$ cat src/esm_pkg.sv
// Shared constants and types for the error signal monitor
package esm_pkg;

  // Register byte offsets
  localparam logic [7:0] A_CTRL = 8'h00;
  localparam logic [7:0] A_LIM  = 8'h04;
  localparam logic [7:0] A_THR  = 8'h08;
  localparam logic [7:0] A_STAT = 8'h0C;

  // Control field positions
  localparam int C_EN    = 0;
  localparam int C_MODE  = 1;
  localparam int C_RSTEN = 2;

  // Status field positions
  localparam int S_FAIL  = 4;
  localparam int S_RFAIL = 5;
  localparam int S_RUN   = 6;

  // Reset values
  localparam logic [2:0]  CTRL_RST = 3'h0;
  localparam logic [31:0] LIM_RST  = 32'h1002_1002;
  localparam logic [7:0]  THR_RST  = 8'hF5;

  // Device state codes on the state input
  localparam logic [1:0] DS_DIAG   = 2'h0;
  localparam logic [1:0] DS_ACTIVE = 2'h1;
  localparam logic [1:0] DS_SAFE   = 2'h2;
  localparam logic [1:0] DS_RESET  = 2'h3;

  // Bus constants
  localparam logic [1:0] HTRANS_NONSEQ = 2'h2;
  localparam logic [1:0] HRESP_OKAY    = 2'h0;

  // Time base
  localparam int CLK_NS   = 8;
  localparam int TICK_NS  = 1000;
  localparam int TICK_CYC = (TICK_NS + CLK_NS - 1) / CLK_NS;
  localparam logic [3:0] FC_MAX = 4'hF;

  // Monitor states
  typedef enum logic [3:0] {
    ST_IDLE  = 4'h1,
    ST_ARM   = 4'h2,
    ST_START = 4'h4,
    ST_PHASE = 4'h8
  } esm_st_t;

  // Pulse width limits in time base ticks
  typedef struct packed {
    logic [7:0] hmax;
    logic [7:0] hmin;
    logic [7:0] lmax;
    logic [7:0] lmin;
  } esm_lim_t;

endpackage

$ cat src/esm_monitor.sv
// Error signal monitor with failure counter and AHB-Lite registers
//
// Overview of operation
// - Two modes, low pulse or PWM, picked by one mode select bit.
// - Monitor idle after reset; runs only once enable bit is written 1.
// - Low pulse mode checks each low phase against the low maximum.
// - Low pulse mode, input high at enable: checking starts at first fall.
// - Low at enable and no rise in startup window: error, count, restart.
// - Startup window equals low maximum plus high maximum.
// - PWM mode uses low min, low max, high min and high max limits.
// - PWM mode starts checking at the first edge after enable.
// - PWM mode, no edge within low max plus high max: error, count up.
// - PWM phase over its max, or shorter than the min of the level after it: error, count up, fresh cycle.
// - Correct PWM pattern is a good low then good high, or reverse.
// - Failure counter counts down on each correct pattern.
// - A new monitoring event starts after every error or good pattern.
// - ACTIVE, count above driver threshold, no reset option: safe, drive low.
// - DIAG or ACTIVE, count above reset threshold, reset option: reset.
// - DIAG or ACTIVE, count above reset threshold, no reset option: safe.
// - Already in SAFE with reset threshold not above driver one: no action.
// - Reset, RESET entry, self test end, mode toggle, disable: reinit.
// - Counter back to default on SAFE to DIAG and enable rising too.
module esm_monitor #(
  parameter int TICK_CYC = esm_pkg::TICK_CYC
) (
  // Clock and reset
  input  wire logic        CLK_SYS,
  input  wire logic        RST_N,
  // AHB-Lite slave
  input  wire logic        HSEL,
  input  wire logic [7:0]  HADDR,
  input  wire logic [1:0]  HTRANS,
  input  wire logic        HWRITE,
  input  wire logic [2:0]  HSIZE,
  input  wire logic [31:0] HWDATA,
  input  wire logic        HREADY,
  output logic      [31:0] HRDATA,
  output logic             HREADYOUT,
  output logic      [1:0]  HRESP,
  // Monitored error input
  input  wire logic        ERR_IN,
  // Device context
  input  wire logic [1:0]  DEV_STATE,
  input  wire logic        LOGIC_SELF_TEST_DONE,
  input  wire logic        ENDRV_ACT,
  // Results
  output logic             ENABLE_OR_INTERRUPT_OUTPUT,
  output logic             REQ_SAFE,
  output logic             REQ_RESET
);

  // Control and configuration
  logic             en_ff;
  logic             mode_ff;
  logic             rsten_ff;
  esm_pkg::esm_lim_t lim_ff;
  logic [3:0]       endrv_th_ff;
  logic [3:0]       rst_th_ff;
  // Status
  logic [3:0]       fc_ff;
  logic             fail_ff;
  logic             rfail_ff;
  // Monitor
  esm_pkg::esm_st_t st_ff;
  esm_pkg::esm_st_t nxt_st;
  logic [8:0]       cnt_ff;
  logic [8:0]       nxt_cnt;
  logic             half_ff;
  logic             nxt_half;
  logic             err;
  logic             good;
  // Bus
  logic             wr_ff;
  logic [7:0]       a_ff;
  logic [1:0]       dev_ff;
  // Outputs
  logic [31:0]      rdata_ff;
  logic             endrv_ff;
  logic             rsafe_ff;
  logic             rreset_ff;

  assign HRDATA                     = rdata_ff;
  assign HREADYOUT                  = 1'b1;
  assign HRESP                      = esm_pkg::HRESP_OKAY;
  assign ENABLE_OR_INTERRUPT_OUTPUT = endrv_ff;
  assign REQ_SAFE                   = rsafe_ff;
  assign REQ_RESET                  = rreset_ff;

  // Saturating counter step
  function automatic logic [3:0] fc_step(input logic [3:0] v,
                                         input logic up,
                                         input logic dn);
    logic [3:0] r;
    r = v;
    if (up && v != esm_pkg::FC_MAX)
      r = v + 4'h1;
    else if (dn && !up && v != 4'h0)
      r = v - 4'h1;
    return r;
  endfunction

  // Synchronised input and time base
  logic lvl;
  logic rise;
  logic fall;
  logic tick;
  logic edge_s;

  assign edge_s = rise | fall;

  esm_sync #(
    .TICK_CYC (TICK_CYC)
  ) u_sync (
    .clk      (CLK_SYS),
    .rst_n    (RST_N),
    .din      (ERR_IN),
    .tick_clr (edge_s),
    .level    (lvl),
    .rise     (rise),
    .fall     (fall),
    .tick     (tick)
  );

  // Bus address phase decode
  wire       take    = HSEL & HREADY & (HTRANS == esm_pkg::HTRANS_NONSEQ);
  wire       wr_ctrl = wr_ff & (a_ff == esm_pkg::A_CTRL);
  wire       wr_lim  = wr_ff & (a_ff == esm_pkg::A_LIM);
  wire       wr_thr  = wr_ff & (a_ff == esm_pkg::A_THR);
  wire       wr_stat = wr_ff & (a_ff == esm_pkg::A_STAT);

  // Read mux, unmapped offsets read zero
  wire [31:0] ctrl_rd = {29'h0, rsten_ff, mode_ff, en_ff};
  wire [31:0] thr_rd  = {24'h0, rst_th_ff, endrv_th_ff};
  wire        running = (st_ff != esm_pkg::ST_IDLE);
  wire [31:0] stat_rd = {25'h0, running, rfail_ff, fail_ff, fc_ff};
  wire [31:0] rd_mux  =
    (HADDR == esm_pkg::A_CTRL) ? ctrl_rd :
    (HADDR == esm_pkg::A_LIM)  ? lim_ff  :
    (HADDR == esm_pkg::A_THR)  ? thr_rd  :
    (HADDR == esm_pkg::A_STAT) ? stat_rd : 32'h0;

  // Initialisation events
  wire rst_entry = (DEV_STATE == esm_pkg::DS_RESET) &&
                   (dev_ff != esm_pkg::DS_RESET);
  wire safe2diag = (dev_ff == esm_pkg::DS_SAFE) &&
                   (DEV_STATE == esm_pkg::DS_DIAG);
  wire mode_tog  = wr_ctrl & (HWDATA[esm_pkg::C_MODE] != mode_ff);
  wire en_clr    = wr_ctrl & en_ff & ~HWDATA[esm_pkg::C_EN];
  wire en_set    = wr_ctrl & ~en_ff & HWDATA[esm_pkg::C_EN];
  wire cyc_init  = rst_entry | LOGIC_SELF_TEST_DONE | mode_tog | en_clr;
  wire fc_init   = cyc_init | safe2diag | en_set;
  wire restart   = cyc_init | en_set;

  // Phase limits for the level being measured
  wire [8:0] to_lim = {1'b0, lim_ff.lmax} + {1'b0, lim_ff.hmax};
  wire [8:0] ph_max = {1'b0, lvl ? lim_ff.hmax : lim_ff.lmax};
  wire [8:0] ph_min = {1'b0, lvl ? lim_ff.hmin : lim_ff.lmin};
  wire [8:0] cnt_up = tick ? cnt_ff + 9'h001 : cnt_ff;

  // Threshold decisions
  wire in_act   = (DEV_STATE == esm_pkg::DS_ACTIVE);
  wire in_diag  = (DEV_STATE == esm_pkg::DS_DIAG);
  // Counter about to be reloaded: its old value must not trip
  wire over_drv = (fc_ff > endrv_th_ff) & ~fc_init;
  wire over_rst = (fc_ff > rst_th_ff) & ~fc_init;
  wire trip_drv = in_act & over_drv & ~rsten_ff;
  wire trip_rr  = (in_act | in_diag) & over_rst & rsten_ff;
  wire trip_rs  = (in_act | in_diag) & over_rst & ~rsten_ff;
  wire trip     = trip_drv | trip_rr | trip_rs;

  // Monitor sequencing
  always_comb
  begin
    nxt_st   = st_ff;
    nxt_cnt  = cnt_up;
    nxt_half = half_ff;
    err      = 1'b0;
    good     = 1'b0;
    unique case (st_ff)
      esm_pkg::ST_IDLE:
      begin
        nxt_cnt  = 9'h000;
        nxt_half = 1'b0;
        if (en_ff)
          nxt_st = (mode_ff || !lvl) ? esm_pkg::ST_START
                                     : esm_pkg::ST_ARM;
      end
      esm_pkg::ST_ARM:
      begin
        nxt_cnt = 9'h000;
        if (fall)
          nxt_st = esm_pkg::ST_PHASE;
      end
      esm_pkg::ST_START:
      begin
        if (mode_ff && edge_s)
        begin
          nxt_st   = esm_pkg::ST_PHASE;
          nxt_cnt  = 9'h000;
          nxt_half = 1'b0;
        end
        else if (!mode_ff && rise)
        begin
          nxt_st  = esm_pkg::ST_ARM;
          nxt_cnt = 9'h000;
        end
        else if (cnt_ff >= to_lim)
        begin
          err     = 1'b1;
          nxt_cnt = 9'h000;
        end
      end
      esm_pkg::ST_PHASE:
      begin
        if (cnt_ff > ph_max)
        begin
          err      = 1'b1;
          nxt_st   = esm_pkg::ST_START;
          nxt_cnt  = 9'h000;
          nxt_half = 1'b0;
        end
        else if (!mode_ff && rise)
        begin
          good    = 1'b1;
          nxt_st  = esm_pkg::ST_ARM;
          nxt_cnt = 9'h000;
        end
        else if (mode_ff && edge_s)
        begin
          nxt_cnt = 9'h000;
          if (cnt_ff < ph_min)
          begin
            err      = 1'b1;
            nxt_half = 1'b0;
          end
          else
          begin
            good     = half_ff;
            nxt_half = ~half_ff;
          end
        end
      end
    endcase
    if (restart || !en_ff)
    begin
      nxt_st   = esm_pkg::ST_IDLE;
      nxt_cnt  = 9'h000;
      nxt_half = 1'b0;
    end
  end

  // Bus phase capture and read data
  always_ff @(posedge CLK_SYS)
  begin
    if (!RST_N)
    begin
      wr_ff    <= 1'b0;
      a_ff     <= 8'h00;
      rdata_ff <= 32'h0000_0000;
    end
    else
    begin
      wr_ff    <= take & HWRITE;
      a_ff     <= HADDR;
      rdata_ff <= (take && !HWRITE) ? rd_mux : 32'h0000_0000;
    end
  end

  // Software configuration registers
  always_ff @(posedge CLK_SYS)
  begin
    if (!RST_N)
    begin
      {rsten_ff, mode_ff, en_ff} <= esm_pkg::CTRL_RST;
      lim_ff                     <= esm_pkg::LIM_RST;
      {rst_th_ff, endrv_th_ff}   <= esm_pkg::THR_RST;
    end
    else
    begin
      if (wr_ctrl)
        {rsten_ff, mode_ff, en_ff} <= HWDATA[2:0];
      if (wr_lim)
        lim_ff <= HWDATA;
      if (wr_thr)
        {rst_th_ff, endrv_th_ff} <= HWDATA[7:0];
    end
  end

  // Monitor state and phase timer
  always_ff @(posedge CLK_SYS)
  begin
    if (!RST_N)
    begin
      st_ff   <= esm_pkg::ST_IDLE;
      cnt_ff  <= 9'h000;
      half_ff <= 1'b0;
      dev_ff  <= esm_pkg::DS_DIAG;
    end
    else
    begin
      st_ff   <= nxt_st;
      cnt_ff  <= nxt_cnt;
      half_ff <= nxt_half;
      dev_ff  <= DEV_STATE;
    end
  end

  // Failure counter and sticky flags, set wins over clear
  always_ff @(posedge CLK_SYS)
  begin
    if (!RST_N)
    begin
      fc_ff    <= esm_pkg::THR_RST[3:0];
      fail_ff  <= 1'b0;
      rfail_ff <= 1'b0;
    end
    else
    begin
      if (fc_init)
        fc_ff <= endrv_th_ff;
      else
        fc_ff <= fc_step(fc_ff, err, good);
      if (cyc_init)
        fail_ff <= 1'b0;
      else if (trip)
        fail_ff <= 1'b1;
      else if (wr_stat && HWDATA[esm_pkg::S_FAIL])
        fail_ff <= 1'b0;
      if (trip)
        rfail_ff <= 1'b1;
      else if (wr_stat && HWDATA[esm_pkg::S_RFAIL])
        rfail_ff <= 1'b0;
    end
  end

  // State requests and enable driver
  always_ff @(posedge CLK_SYS)
  begin
    if (!RST_N)
    begin
      endrv_ff  <= 1'b0;
      rsafe_ff  <= 1'b0;
      rreset_ff <= 1'b0;
    end
    else
    begin
      endrv_ff  <= ENDRV_ACT & ~(in_act & over_drv & ~rsten_ff);
      rsafe_ff  <= trip_drv | trip_rs;
      rreset_ff <= trip_rr;
    end
  end
endmodule

$ cat src/esm_sync.sv
// Input synchroniser, edge detector and time base prescaler
module esm_sync #(
  parameter int TICK_CYC = esm_pkg::TICK_CYC
) (
  // Clock and reset
  input  wire logic clk,
  input  wire logic rst_n,
  // Raw input and prescaler restart
  input  wire logic din,
  input  wire logic tick_clr,
  // Synchronised level, edges and tick
  output logic      level,
  output logic      rise,
  output logic      fall,
  output logic      tick
);
  localparam int PW = $clog2(TICK_CYC + 1);
  localparam logic [PW-1:0] P_LAST = PW'(TICK_CYC - 1);

  logic          s1_ff;
  logic          s2_ff;
  logic          s3_ff;
  logic [PW-1:0] pre_ff;

  // Edges seen from the second and third stages only
  assign level = s2_ff;
  assign rise  = s2_ff & ~s3_ff;
  assign fall  = ~s2_ff & s3_ff;
  assign tick  = (pre_ff == P_LAST);

  // Two stage synchroniser plus history stage
  always_ff @(posedge clk)
  begin
    if (!rst_n)
    begin
      s1_ff <= 1'b1;
      s2_ff <= 1'b1;
      s3_ff <= 1'b1;
    end
    else
    begin
      s1_ff <= din;
      s2_ff <= s1_ff;
      s3_ff <= s2_ff;
    end
  end

  // Prescaler, realigned at every measured edge
  always_ff @(posedge clk)
  begin
    if (!rst_n || tick_clr || tick)
      pre_ff <= '0;
    else
      pre_ff <= pre_ff + PW'(1);
  end

endmodule

$ cat config.mk
export PLATFORM = sky130hd
export DESIGN_NAME = esm_monitor
export DESIGN_NICKNAME = d
export VERILOG_FILES = /design/src/esm_pkg.sv /design/src/esm_monitor.sv /design/src/esm_sync.sv
export SDC_FILE = /design/constraint.sdc
export NUM_CORES = 1
export LEC_CHECK = 0
export ABC_AREA = 1
export BUFFER_PORTS_ARGS = -buffer_cell sky130_fd_sc_hd__buf_2
export CAP_MARGIN = 20
export CORE_ASPECT_RATIO = 0.9
export CORE_MARGIN = 2
export CORE_UTILIZATION = 57
export CTS_CLUSTER_DIAMETER = 100
export DETAILED_ROUTE_END_ITERATION = 10
export PLACE_DENSITY = 0.8
export SLEW_MARGIN = 20
export SYNTH_ARGS = -nofsm -noshare
export SYNTH_HDL_FRONTEND = slang
export SYNTH_SLANG_ARGS = --single-unit
$ cat constraint.sdc
create_clock -name CLK_SYS -period 5.12 [get_ports CLK_SYS]
set_input_delay 0.768 -clock CLK_SYS [delete_from_list [all_inputs] [get_ports CLK_SYS]]
set_output_delay 0.768 -clock CLK_SYS [all_outputs]
set_load 0.1 [all_outputs]
[Word level (Yosys, flattened, before mapping)]
Cells that the tools add are included.
Widths: inputs -> output; s select.
Word-level totals
  output and inout port bits: 38
  logic and storage cells: 186
  input bits: 55
  register bits: 119
Operators by class
  $lt $le $gt $ge: 5
  reductions and logical operators: 35
  bitwise gates (word level): 43
  add/sub/neg operators: 5
  muxes and demuxes: 47
  equal/unequal tests: 24
Operators with widths (number)
  $mux 9: 7
  $eq 8x4->1 const B: 4
  $mux 32: 1
  $mux 4: 8
  $pmux 9 s3: 1
  $mux 8: 3
  $and 1x1->1: 22
  $mux 1: 21
  $eq 8x3->1 const B: 2
  $logic_not 8->1: 2
  $pmux 4 s4: 1
  $or 1x1->1: 11
  $logic_and 1x1->1: 10
  $not 1->1: 10
  $add 8x8->9: 1
  $add 9x1->9 const B: 1
  $ge 9x9->1: 1
  $gt 9x8->1: 1
  $lt 9x8->1: 1
  $gt 4x4->1: 2
  $ne 2x2->1 const B: 4
  $add 7x1->7 const B: 1
  $eq 7x7->1 const B: 1
  $mux 7: 1
  25 further kinds: 42

[Depth between registers and ports, before layout]
Gate-level depths: netlist of the first run.
  depth in word-level cells: 14
  gate-level depth with buffers: 27

[Hierarchy]
A second synthesis of the first run with hierarchy kept.
Unflattened totals
  cell total of the unflattened synthesis: 778
  area, all modules: 5874.4 µm²
By module, submodules not included
  esm_monitor: cells an instance 723, area each 5435.2 µm², times used 1, sequential area each 2182.1 µm²
  esm_sync: cells an instance 55, area each 439.2 µm², times used 1, sequential area each 200.2 µm²

[Worst setup path after synthesis of the first run]
OpenSTA, ideal clock, no wires.
  path kind: reg-to-reg
  start: register lim_ff[24] (netlist name)
  end: register fc_ff[3]
  buffers on the path: 0
  required time: 4.990 ns
  setup slack: 1.452 ns
  stages on the path, launching flop included: 27
  arrival time: 3.538 ns
  cell sequence: dfxtp_1 > ha_1 > inv_1 > fa_1 > o21ai_0 > a21oi_1 > o21bai_1 > nand2_1 > nand2_1 > a21oi_1 > ha_1 > nand2_1 > nor2_1 > nand3_1 > nand4_1 > nand2_1 > a31oi_4 > inv_1 > ha_1 > nand2_1 > nand2_1 > a31oi_1 > inv_1 > nand3_1 > nand3_1 > nand2_1 > a21oi_2
Between the ends
  cells in the longest elaborated chain, start to end: 10
  elaborated cells on any way between the ends: 18
  classes of those cells: 1 x add/sub; 2 x order compare; 10 x mux; 5 x reduce/logical
Ends and longest elaborated chain
  start, declared: RTL line esm_monitor.sv:56  | esm_pkg::esm_lim_t lim_ff;
  start signal, assigned: RTL line esm_monitor.sv:275  | lim_ff <= esm_pkg::LIM_RST;
  $add 8x8->9: RTL line esm_monitor.sv:155  | wire [8:0] to_lim = {1'b0, lim_ff.lmax} + {1'b0, lim_ff.hmax};
  $ge 9x9->1: RTL line esm_monitor.sv:207  | else if (cnt_ff >= to_lim)
  $mux 1: RTL line esm_monitor.sv:207
  $mux 1: RTL line esm_monitor.sv:202  | else if (!mode_ff && rise)
  $mux 1: RTL line esm_monitor.sv:196  | if (mode_ff && edge_s)
  $pmux 1 s2: RTL line esm_monitor.sv:179  | unique case (st_ff)
  $logic_not 1->1: RTL line esm_monitor.sv:97  | else if (dn && !up && v != 4'h0)
  $logic_and 1x1->1 (2 in a row): RTL line esm_monitor.sv:97
  $reduce_bool 3->1 (no line)
  end signal, assigned: RTL line esm_monitor.sv:313  | fc_ff <= esm_pkg::THR_RST[3:0];
  end signal, assigned: RTL line esm_monitor.sv:320  | fc_ff <= endrv_th_ff;
  end signal, assigned: RTL line esm_monitor.sv:322  | fc_ff <= fc_step(fc_ff, err, good);
  end, declared: RTL line esm_monitor.sv:60  | logic [3:0] fc_ff;
Parallel ways exist; a longest one is shown, timed or not.
A chain may end at the register's enable or synchronous reset.

[Worst setup path in the final report of the first run]
Same ends and word-level chain as after synthesis.

==> metrics.cfg, run 1 <==
[synth]
synthDistinctLibCells = 48
synth_top_family_by_area = simple AND/OR/NAND/NOR gates
netlist_area_mm2 = 0.00598
synth-xor-area-share = 0.0190
synth.ff_latch_count = 119
synth-edff-count = 0
synthMuxAreaShare = 0
yosysSeqAreaShare = 0.398
synth_area_per_cell_um2 = 7.59
yosys.area_share.adder = 0.105
synth_simple_gate_area_share = 0.235
synthCells = 788
synth_compound_area_frac = 0.149
async_flop_share = 0
yosys_warnings = 0
ys.flop_type = dfxtp_1

[floorplanning]
start_util = 0.584
num_io_pins = 93
num_rows = 35
die_w_um = 112
fp.coreArea_mm2 = 0.0102
dieArea_mm2 = 0.0113
die_h_um = 101

[worst_setup_path]
startpoint_type = register
cp_max_fo = 3
path_class = register to register
endpoint_kind = register
r2r_setup_slack_ps = 830
reg2reg_depth = 26
cp.arrival_ps = 4580
timing.rr.end = fc_ff[3]
worst_ep_required_time_ps = 5410
rr_startpoint = lim_ff[24]

[finish]
layout.nets = 978
area_growth_pct = 18.1
layout_commonest_cell = nand2_1
diodes = 0
mostFrequentLayoutCells = nand2_1 (133), dfxtp_1 (119), inv_1 (119), buf_2 (86), nor2_1 (84)
design_area_mm2 = 0.00706
fill_cells = 844
drive_gt1_frac = 0.171

[clocking]
clockBufferDepth = 2
ctsResizeCount = 0
post_cts_buffers = 0
insertion_delay_ps = 420
cts_hold_buffers = 0
clock_sinks = 119
root_buffer = clkbuf_16
h-tree-depth = 4
clk_pin_slew_ps = 60
cts_buffers = 17
cts_tree = built

[grt]
grt_pass1_vias = 5148
grt.total_usage = 0.264
grtUsageMet2 = 0.469
grt_pass1_wl_um = 24100
antenna_found_initial = 0
met1_usage = 0.318
grt_max_degree = 58
use_met3 = 0.0646
overflow = 0
grt.busiest_layer = met2

[place]
io_buffers = 86
place_area_mm2 = 0.00650
place_hpwl_um = 10600
gp_congestion = 0.864

[detailed_routing]
remaining_drc_errors = 0
drt_pre_antenna_iters = 6
drt_iter0_markers = 384
via_per_inst = 5.39
route.vias.total = 5478
drt_wl_total_um = 14500
post_drt_wl_per_cell_um = 14.2
antenna_left = 0

[timing]
fin_crit_sh = 0.837
finalSetupViolations = 0
tns_ps = 0
holdWs_ps = 448
finalClockSkew_ps = 7.78
hold_viol = 0
post-route-min-period_ps = 4290
drv_slew = 0
timing.fmax_ghz = 0.233
max_slew.worst_pin.slew_ps = 1090
rsz0062_at_grt = no
slew_headroom = 0.275

[hold_path]
hold_path_class = register to register
min_from = u_sync.s1_ff
min_to = u_sync.level
worstHoldPathCells = 1

[run_status]
outcome = finished clean

[pwr]
ir_drop_mv = 0.267
total_power_mw = 2.21
power_density_mw_per_mm2 = 312
p_leak_nw = 3.37

[flow_run]
maxCapViolations = 0

-- layer usage --
metal,vias up,part of all wire
li1,2744,-
met1,2521,0.43
met2,181,0.49
met3,32,0.062
met4,0,0.020
met5,-,0
-- synthesized netlist by cell type, types with 2 or more instances --
master    count  share of area
nor2_4        3         0.0056
nand2_2       2         0.0021
dfxtp_1     119           0.40
fa_1          2         0.0067
buf_4         3         0.0038
nand4_2       2         0.0042
xor2_1        8          0.012
a31oi_1       3         0.0031
nand2_4       2         0.0038
xnor2_1       5         0.0073
nand3_1      29          0.024
ha_1         47          0.098
a311oi_1      2         0.0029
nor3b_1       3         0.0038
conb_1        2         0.0013
or2_2         2         0.0021
o21ai_1       5         0.0042
inv_1       119          0.075
inv_2         4         0.0025
nor4_1        4         0.0042
nor4_2        2         0.0042
o21bai_1      2         0.0025
a221oi_1      5         0.0073
nor2_1       84          0.053
or2_4         2         0.0029
nor3_1       13          0.011
nor2_2        6         0.0063
a21oi_1      58          0.049
clkbuf_1     18          0.011
nand2_1     133          0.083
o211ai_1     11          0.014
nand4_1      10          0.010
o21ai_0      62          0.052
nor3_4        2         0.0054
-- area by class of cell --
| cell class | count | area [µm²] | area share |
|---|---|---|---|
| Inverter | 123 | 462 | 0.0654 |
| Clock buffer | 18 | 439 | 0.0622 |
| Timing Repair Buffer | 88 | 445 | 0.0631 |
| Tap cell | 129 | 161 | 0.0229 |
| Multi-Input combinational cell | 525 | 3050 | 0.431 |
| Clock inverter | 14 | 126 | 0.0179 |
| Sequential cell | 119 | 2380 | 0.337 |
-- state kept, by name, summed over array words and instances, names as in the netlist, 2 cells and up --
| name | cells |
|---|---|
| rst_th_ff | 4 |
| cnt_ff | 9 |
| lim_ff | 32 |
| dev_ff | 2 |
| a_ff | 8 |
| u_sync.pre_ff | 7 |
| st_ff | 4 |
| fc_ff | 4 |
| HRDATA | 32 |
| endrv_th_ff | 4 |
-- stage by stage --
step,utilization,cells,setup slack [ps]
final,0.689,1016,833
after global routing,0.689,1016,418
after CTS,0.689,1016,914
after detailed placement,0.634,984,931
after global placement,0.634,984,1070
after floorplan,-,789,1450
-- worst max-delay path, cell delays in order, from the launching register on --
cell      delay [ps]
dfxtp_1          360
ha_1             190
inv_1             60
fa_1             390
o21ai_0          340
a21oi_1          120
o21bai_1         210
nand2_1           80
nand2_1           60
a21oi_1           70
ha_1             330
nand2_1           90
nor2_1           160
nand3_1          100
nand4_1          180
nand2_1          140
a31oi_4          210
inv_1            120
ha_1             330
nand2_1           80
nand2_1           40
a31oi_1          170
inv_1             60
nand3_1           80
nand3_1           70
nand2_1           90
a21oi_2           50
-- report_power, final --
| part | internal [mW] | switching, mW |
|---|---|---|
| clock network | 0.681 | 0.447 |
| logic | 0.0466 | 0.0814 |
| registers | 0.937 | 0.0129 |
| total | 1.67 | 0.541 |
-- cell families (layout without fill, tap and decap cells) --
| group | after synthesis | in the layout |
|---|---|---|
| AOI/OAI and AO/OA | 156 | 156 |
| adders and majority gates | 49 | 49 |
| and+or+nand+nor | 304 | 304 |
| xor gates and xnor gates | 13 | 13 |
| DFF | 119 | 119 |
| buffers and inverters | 145 | 243 |
| other | 2 | 3 |
-- worst max path at each step --
stage                    end  startpoint  slack (ps)  depth (start not counted)
floorplan           fc_ff[3]  lim_ff[24]        1450                         26
global placement    fc_ff[3]  lim_ff[24]        1070                         26
detailed placement  fc_ff[3]  lim_ff[24]         930                         26
CTS                 fc_ff[3]  lim_ff[24]         910                         26
global route        fc_ff[3]  lim_ff[24]         420                         26
finish              fc_ff[3]  lim_ff[24]         830                         26
No activity file was read; power rests on OpenSTA's default activity.
==> run 2: changes to the inputs <==
==> constraint.sdc (replaced) <==
create_clock -name CLK_SYS -period 4.12 [get_ports CLK_SYS]
set_input_delay 0.618 -clock CLK_SYS [delete_from_list [all_inputs] [get_ports CLK_SYS]]
set_output_delay 0.618 -clock CLK_SYS [all_outputs]
set_load 0.1 [all_outputs]
==> run 2 against run 1 <==
  * Largest power group unchanged
  * Non-clock buffer count rose by 9
  * Fmax rose by 7.3%
  * Sequential cell count did not move
  * Clock skew fell by 1.6 ps
  * Sequential power rose by 24%
==> metrics.cfg, run 2 (synthesized netlist as in run 1, its figures left out) <==
[finish]
seq_area_mm2 = 0.00238  ; about the same
multi_input_area_mm2 = 0.00310  ; was 0.00305 mm²
layout_commonest_cell = nand2_1  ; unchanged
diodes = 0  ; unchanged
area_growth_pct = 20.6  ; was 18.1%
fill_cells = 835  ; was 844
mostFrequentLayoutCells = nand2_1 (132), dfxtp_1 (118), inv_1 (118), buf_2 (86), nor2_1 (83)  ; was nand2_1 (133), dfxtp_1 (119), inv_1 (119), buf_2 (86), nor2_1 (84)
layout.nets = 987  ; was 978
design_area_mm2 = 0.00721  ; was 0.00706 mm²
drive_gt1_frac = 0.193  ; was 0.171

[worst_setup_path]
cp_max_fo = 3  ; unchanged
path_class = register to register  ; unchanged
slowest_stage = fa_2  ; was fa_1
worst_ep_required_time_ps = 4410  ; was 5410 ps
cp.arrival_ps = 4290  ; was 4580 ps
rr_startpoint = lim_ff[8]  ; was lim_ff[24]
r2r_setup_slack_ps = 120  ; was 830 ps
worstSetupStartpoint = lim_ff[8]  ; was lim_ff[24]
path_common_cell = nand2_1  ; unchanged
slowest_delay_ps = 350  ; was 390 ps
endpoint_kind = register  ; unchanged
startpoint_type = register  ; unchanged

[grt]
grt_pass1_wl_um = 24400  ; was 24100 µm
grt.total_usage = 0.268  ; was 0.264
antenna_found_initial = 0  ; unchanged
grt_pass1_vias = 5295  ; was 5148
overflow = 0  ; unchanged
grt_max_degree = 58  ; unchanged

[pwr]
power_density_mw_per_mm2 = 392  ; was 312 mW/mm²
ir_drop_mv = 0.305  ; was 0.267 mV
total_power_mw = 2.83  ; was 2.21 mW
p_leak_nw = 3.43  ; was 3.37 nW

[clocking]
clock_sinks = 119  ; unchanged
root_buffer = clkbuf_16  ; unchanged
h-tree-depth = 4  ; unchanged
cts_buffers = 17  ; unchanged
cts_tree = built  ; unchanged
clk_pin_slew_ps = 60  ; about the same
cts_hold_buffers = 0  ; unchanged
clockBufferDepth = 2  ; unchanged
insertion_delay_ps = 420  ; about the same

[timing]
slew_headroom = 0.312  ; was 0.275
timing.fmax_ghz = 0.250  ; was 0.233 GHz
max_slew.worst_pin.slew_ps = 1030  ; was 1090 ps
drv_slew = 0  ; unchanged
finalClockSkew_ps = 6.19  ; was 7.78 ps
hold_viol = 0  ; unchanged
finalSetupViolations = 0  ; unchanged
fin_crit_sh = 0.970  ; was 0.837
post-route-min-period_ps = 4000  ; was 4290 ps

[detailed_routing]
via_per_inst = 5.43  ; was 5.39
drt_wl_total_um = 15300  ; was 14500 µm
drt_iter0_markers = 425  ; was 384
antenna_left = 0  ; unchanged
drt_pre_antenna_iters = 5  ; was 6
route.vias.total = 5568  ; was 5478
remaining_drc_errors = 0  ; unchanged
post_drt_wl_per_cell_um = 14.9  ; was 14.2 µm

[place]
place_hpwl_um = 10800  ; was 10600 µm
io_buffers = 86  ; unchanged
place_area_mm2 = 0.00651  ; was 0.00650 mm²
gp_congestion = 0.873  ; was 0.864

[floorplanning]
fp.coreArea_mm2 = 0.0102  ; unchanged
num_rows = 35  ; unchanged
die_w_um = 112  ; unchanged
num_io_pins = 93  ; unchanged
start_util = 0.584  ; unchanged
die_h_um = 101  ; unchanged
dieArea_mm2 = 0.0113  ; unchanged

[flow_run]
maxCapViolations = 0  ; unchanged

[hold_path]
min_from = ERR_IN  ; was u_sync.s1_ff
hold_path_class = primary input to register  ; was register to register

[run_status]
outcome = finished clean  ; unchanged

[run 2: layer usage]
| layer | global-route usage | part of all wire | wire length [µm] | up-vias |
|---|---|---|---|---|
| met1 | 0.325 | 0.43 | 6510 | 2577 |
| met3 | 0.0718 | 0.057 | 874 | 30 |
| met4 | 0.100 | 0.023 | 356 | 0 |
| li1 | - | - | - | 2766 |
| met2 | 0.464 | 0.49 | 7520 | 195 |
| met5 | 0 | 0 | 0 | - |
[run 2: through the flow]
| stage | setup slack [ps] | setup TNS, ps | hold slack [ps] | utilization | instances |
|---|---|---|---|---|---|
| after global placement | 97.0 | 0 | 399 | 0.636 | 986 |
| after global routing | -53.8 | -73.4 | 384 | 0.704 | 1025 |
| after detailed placement | -149 | -149 | 407 | 0.636 | 986 |
| final | 123 | 0 | 386 | 0.704 | 1025 |
| after CTS | 53.6 | 0 | 388 | 0.698 | 1020 |
| after floorplan | 452 | 0 | 393 | - | 789 |
[run 2: layout make-up]
cell class / instances / area share
clock buffer: 17 / 0.0590
clock inverter: 15 / 0.0232
inverter: 123 / 0.0640
multi-input combinational: 525 / 0.430
sequential: 119 / 0.331
tap: 129 / 0.0224
timing repair buffer: 97 / 0.0711
[run 2: worst max-delay path: cells and delay by family (launching register included)]
family | cells | cell delay, ps
AND/OR/NAND/NOR | 12 | 1280
adder cells (fa/ha/maj) | 4 | 1080
AO/OA/AOI/OAI | 7 | 950
flip-flops | 1 | 340
buffers and inverters | 3 | 210
[run 2: power by group]
part | switching [mW] | internal, mW | total (mW)
clock | 0.579 | 0.901 | 1.48
sequential | 0.0156 | 1.16 | 1.18
combinational | 0.105 | 0.0604 | 0.165
[run 2: repair_timing]
| item | in CTS | in global routing |
|---|---|---|
| hold endpoints to repair | 0 | 0 |
| endpoints found under the setup margin | 2 | 3 |
| setup buffers | 2 | 5 |
| gates resized for setup | 6 | 7 |
| pin swaps | 3 | 5 |
[run 2: final timing paths]
check / endpoint / depth (start not counted)
max: fc_ff[3] / 26
max reg2reg: fc_ff[3] / 26
min reg2reg: u_sync.level / 1
min: u_sync.s1_ff / 2
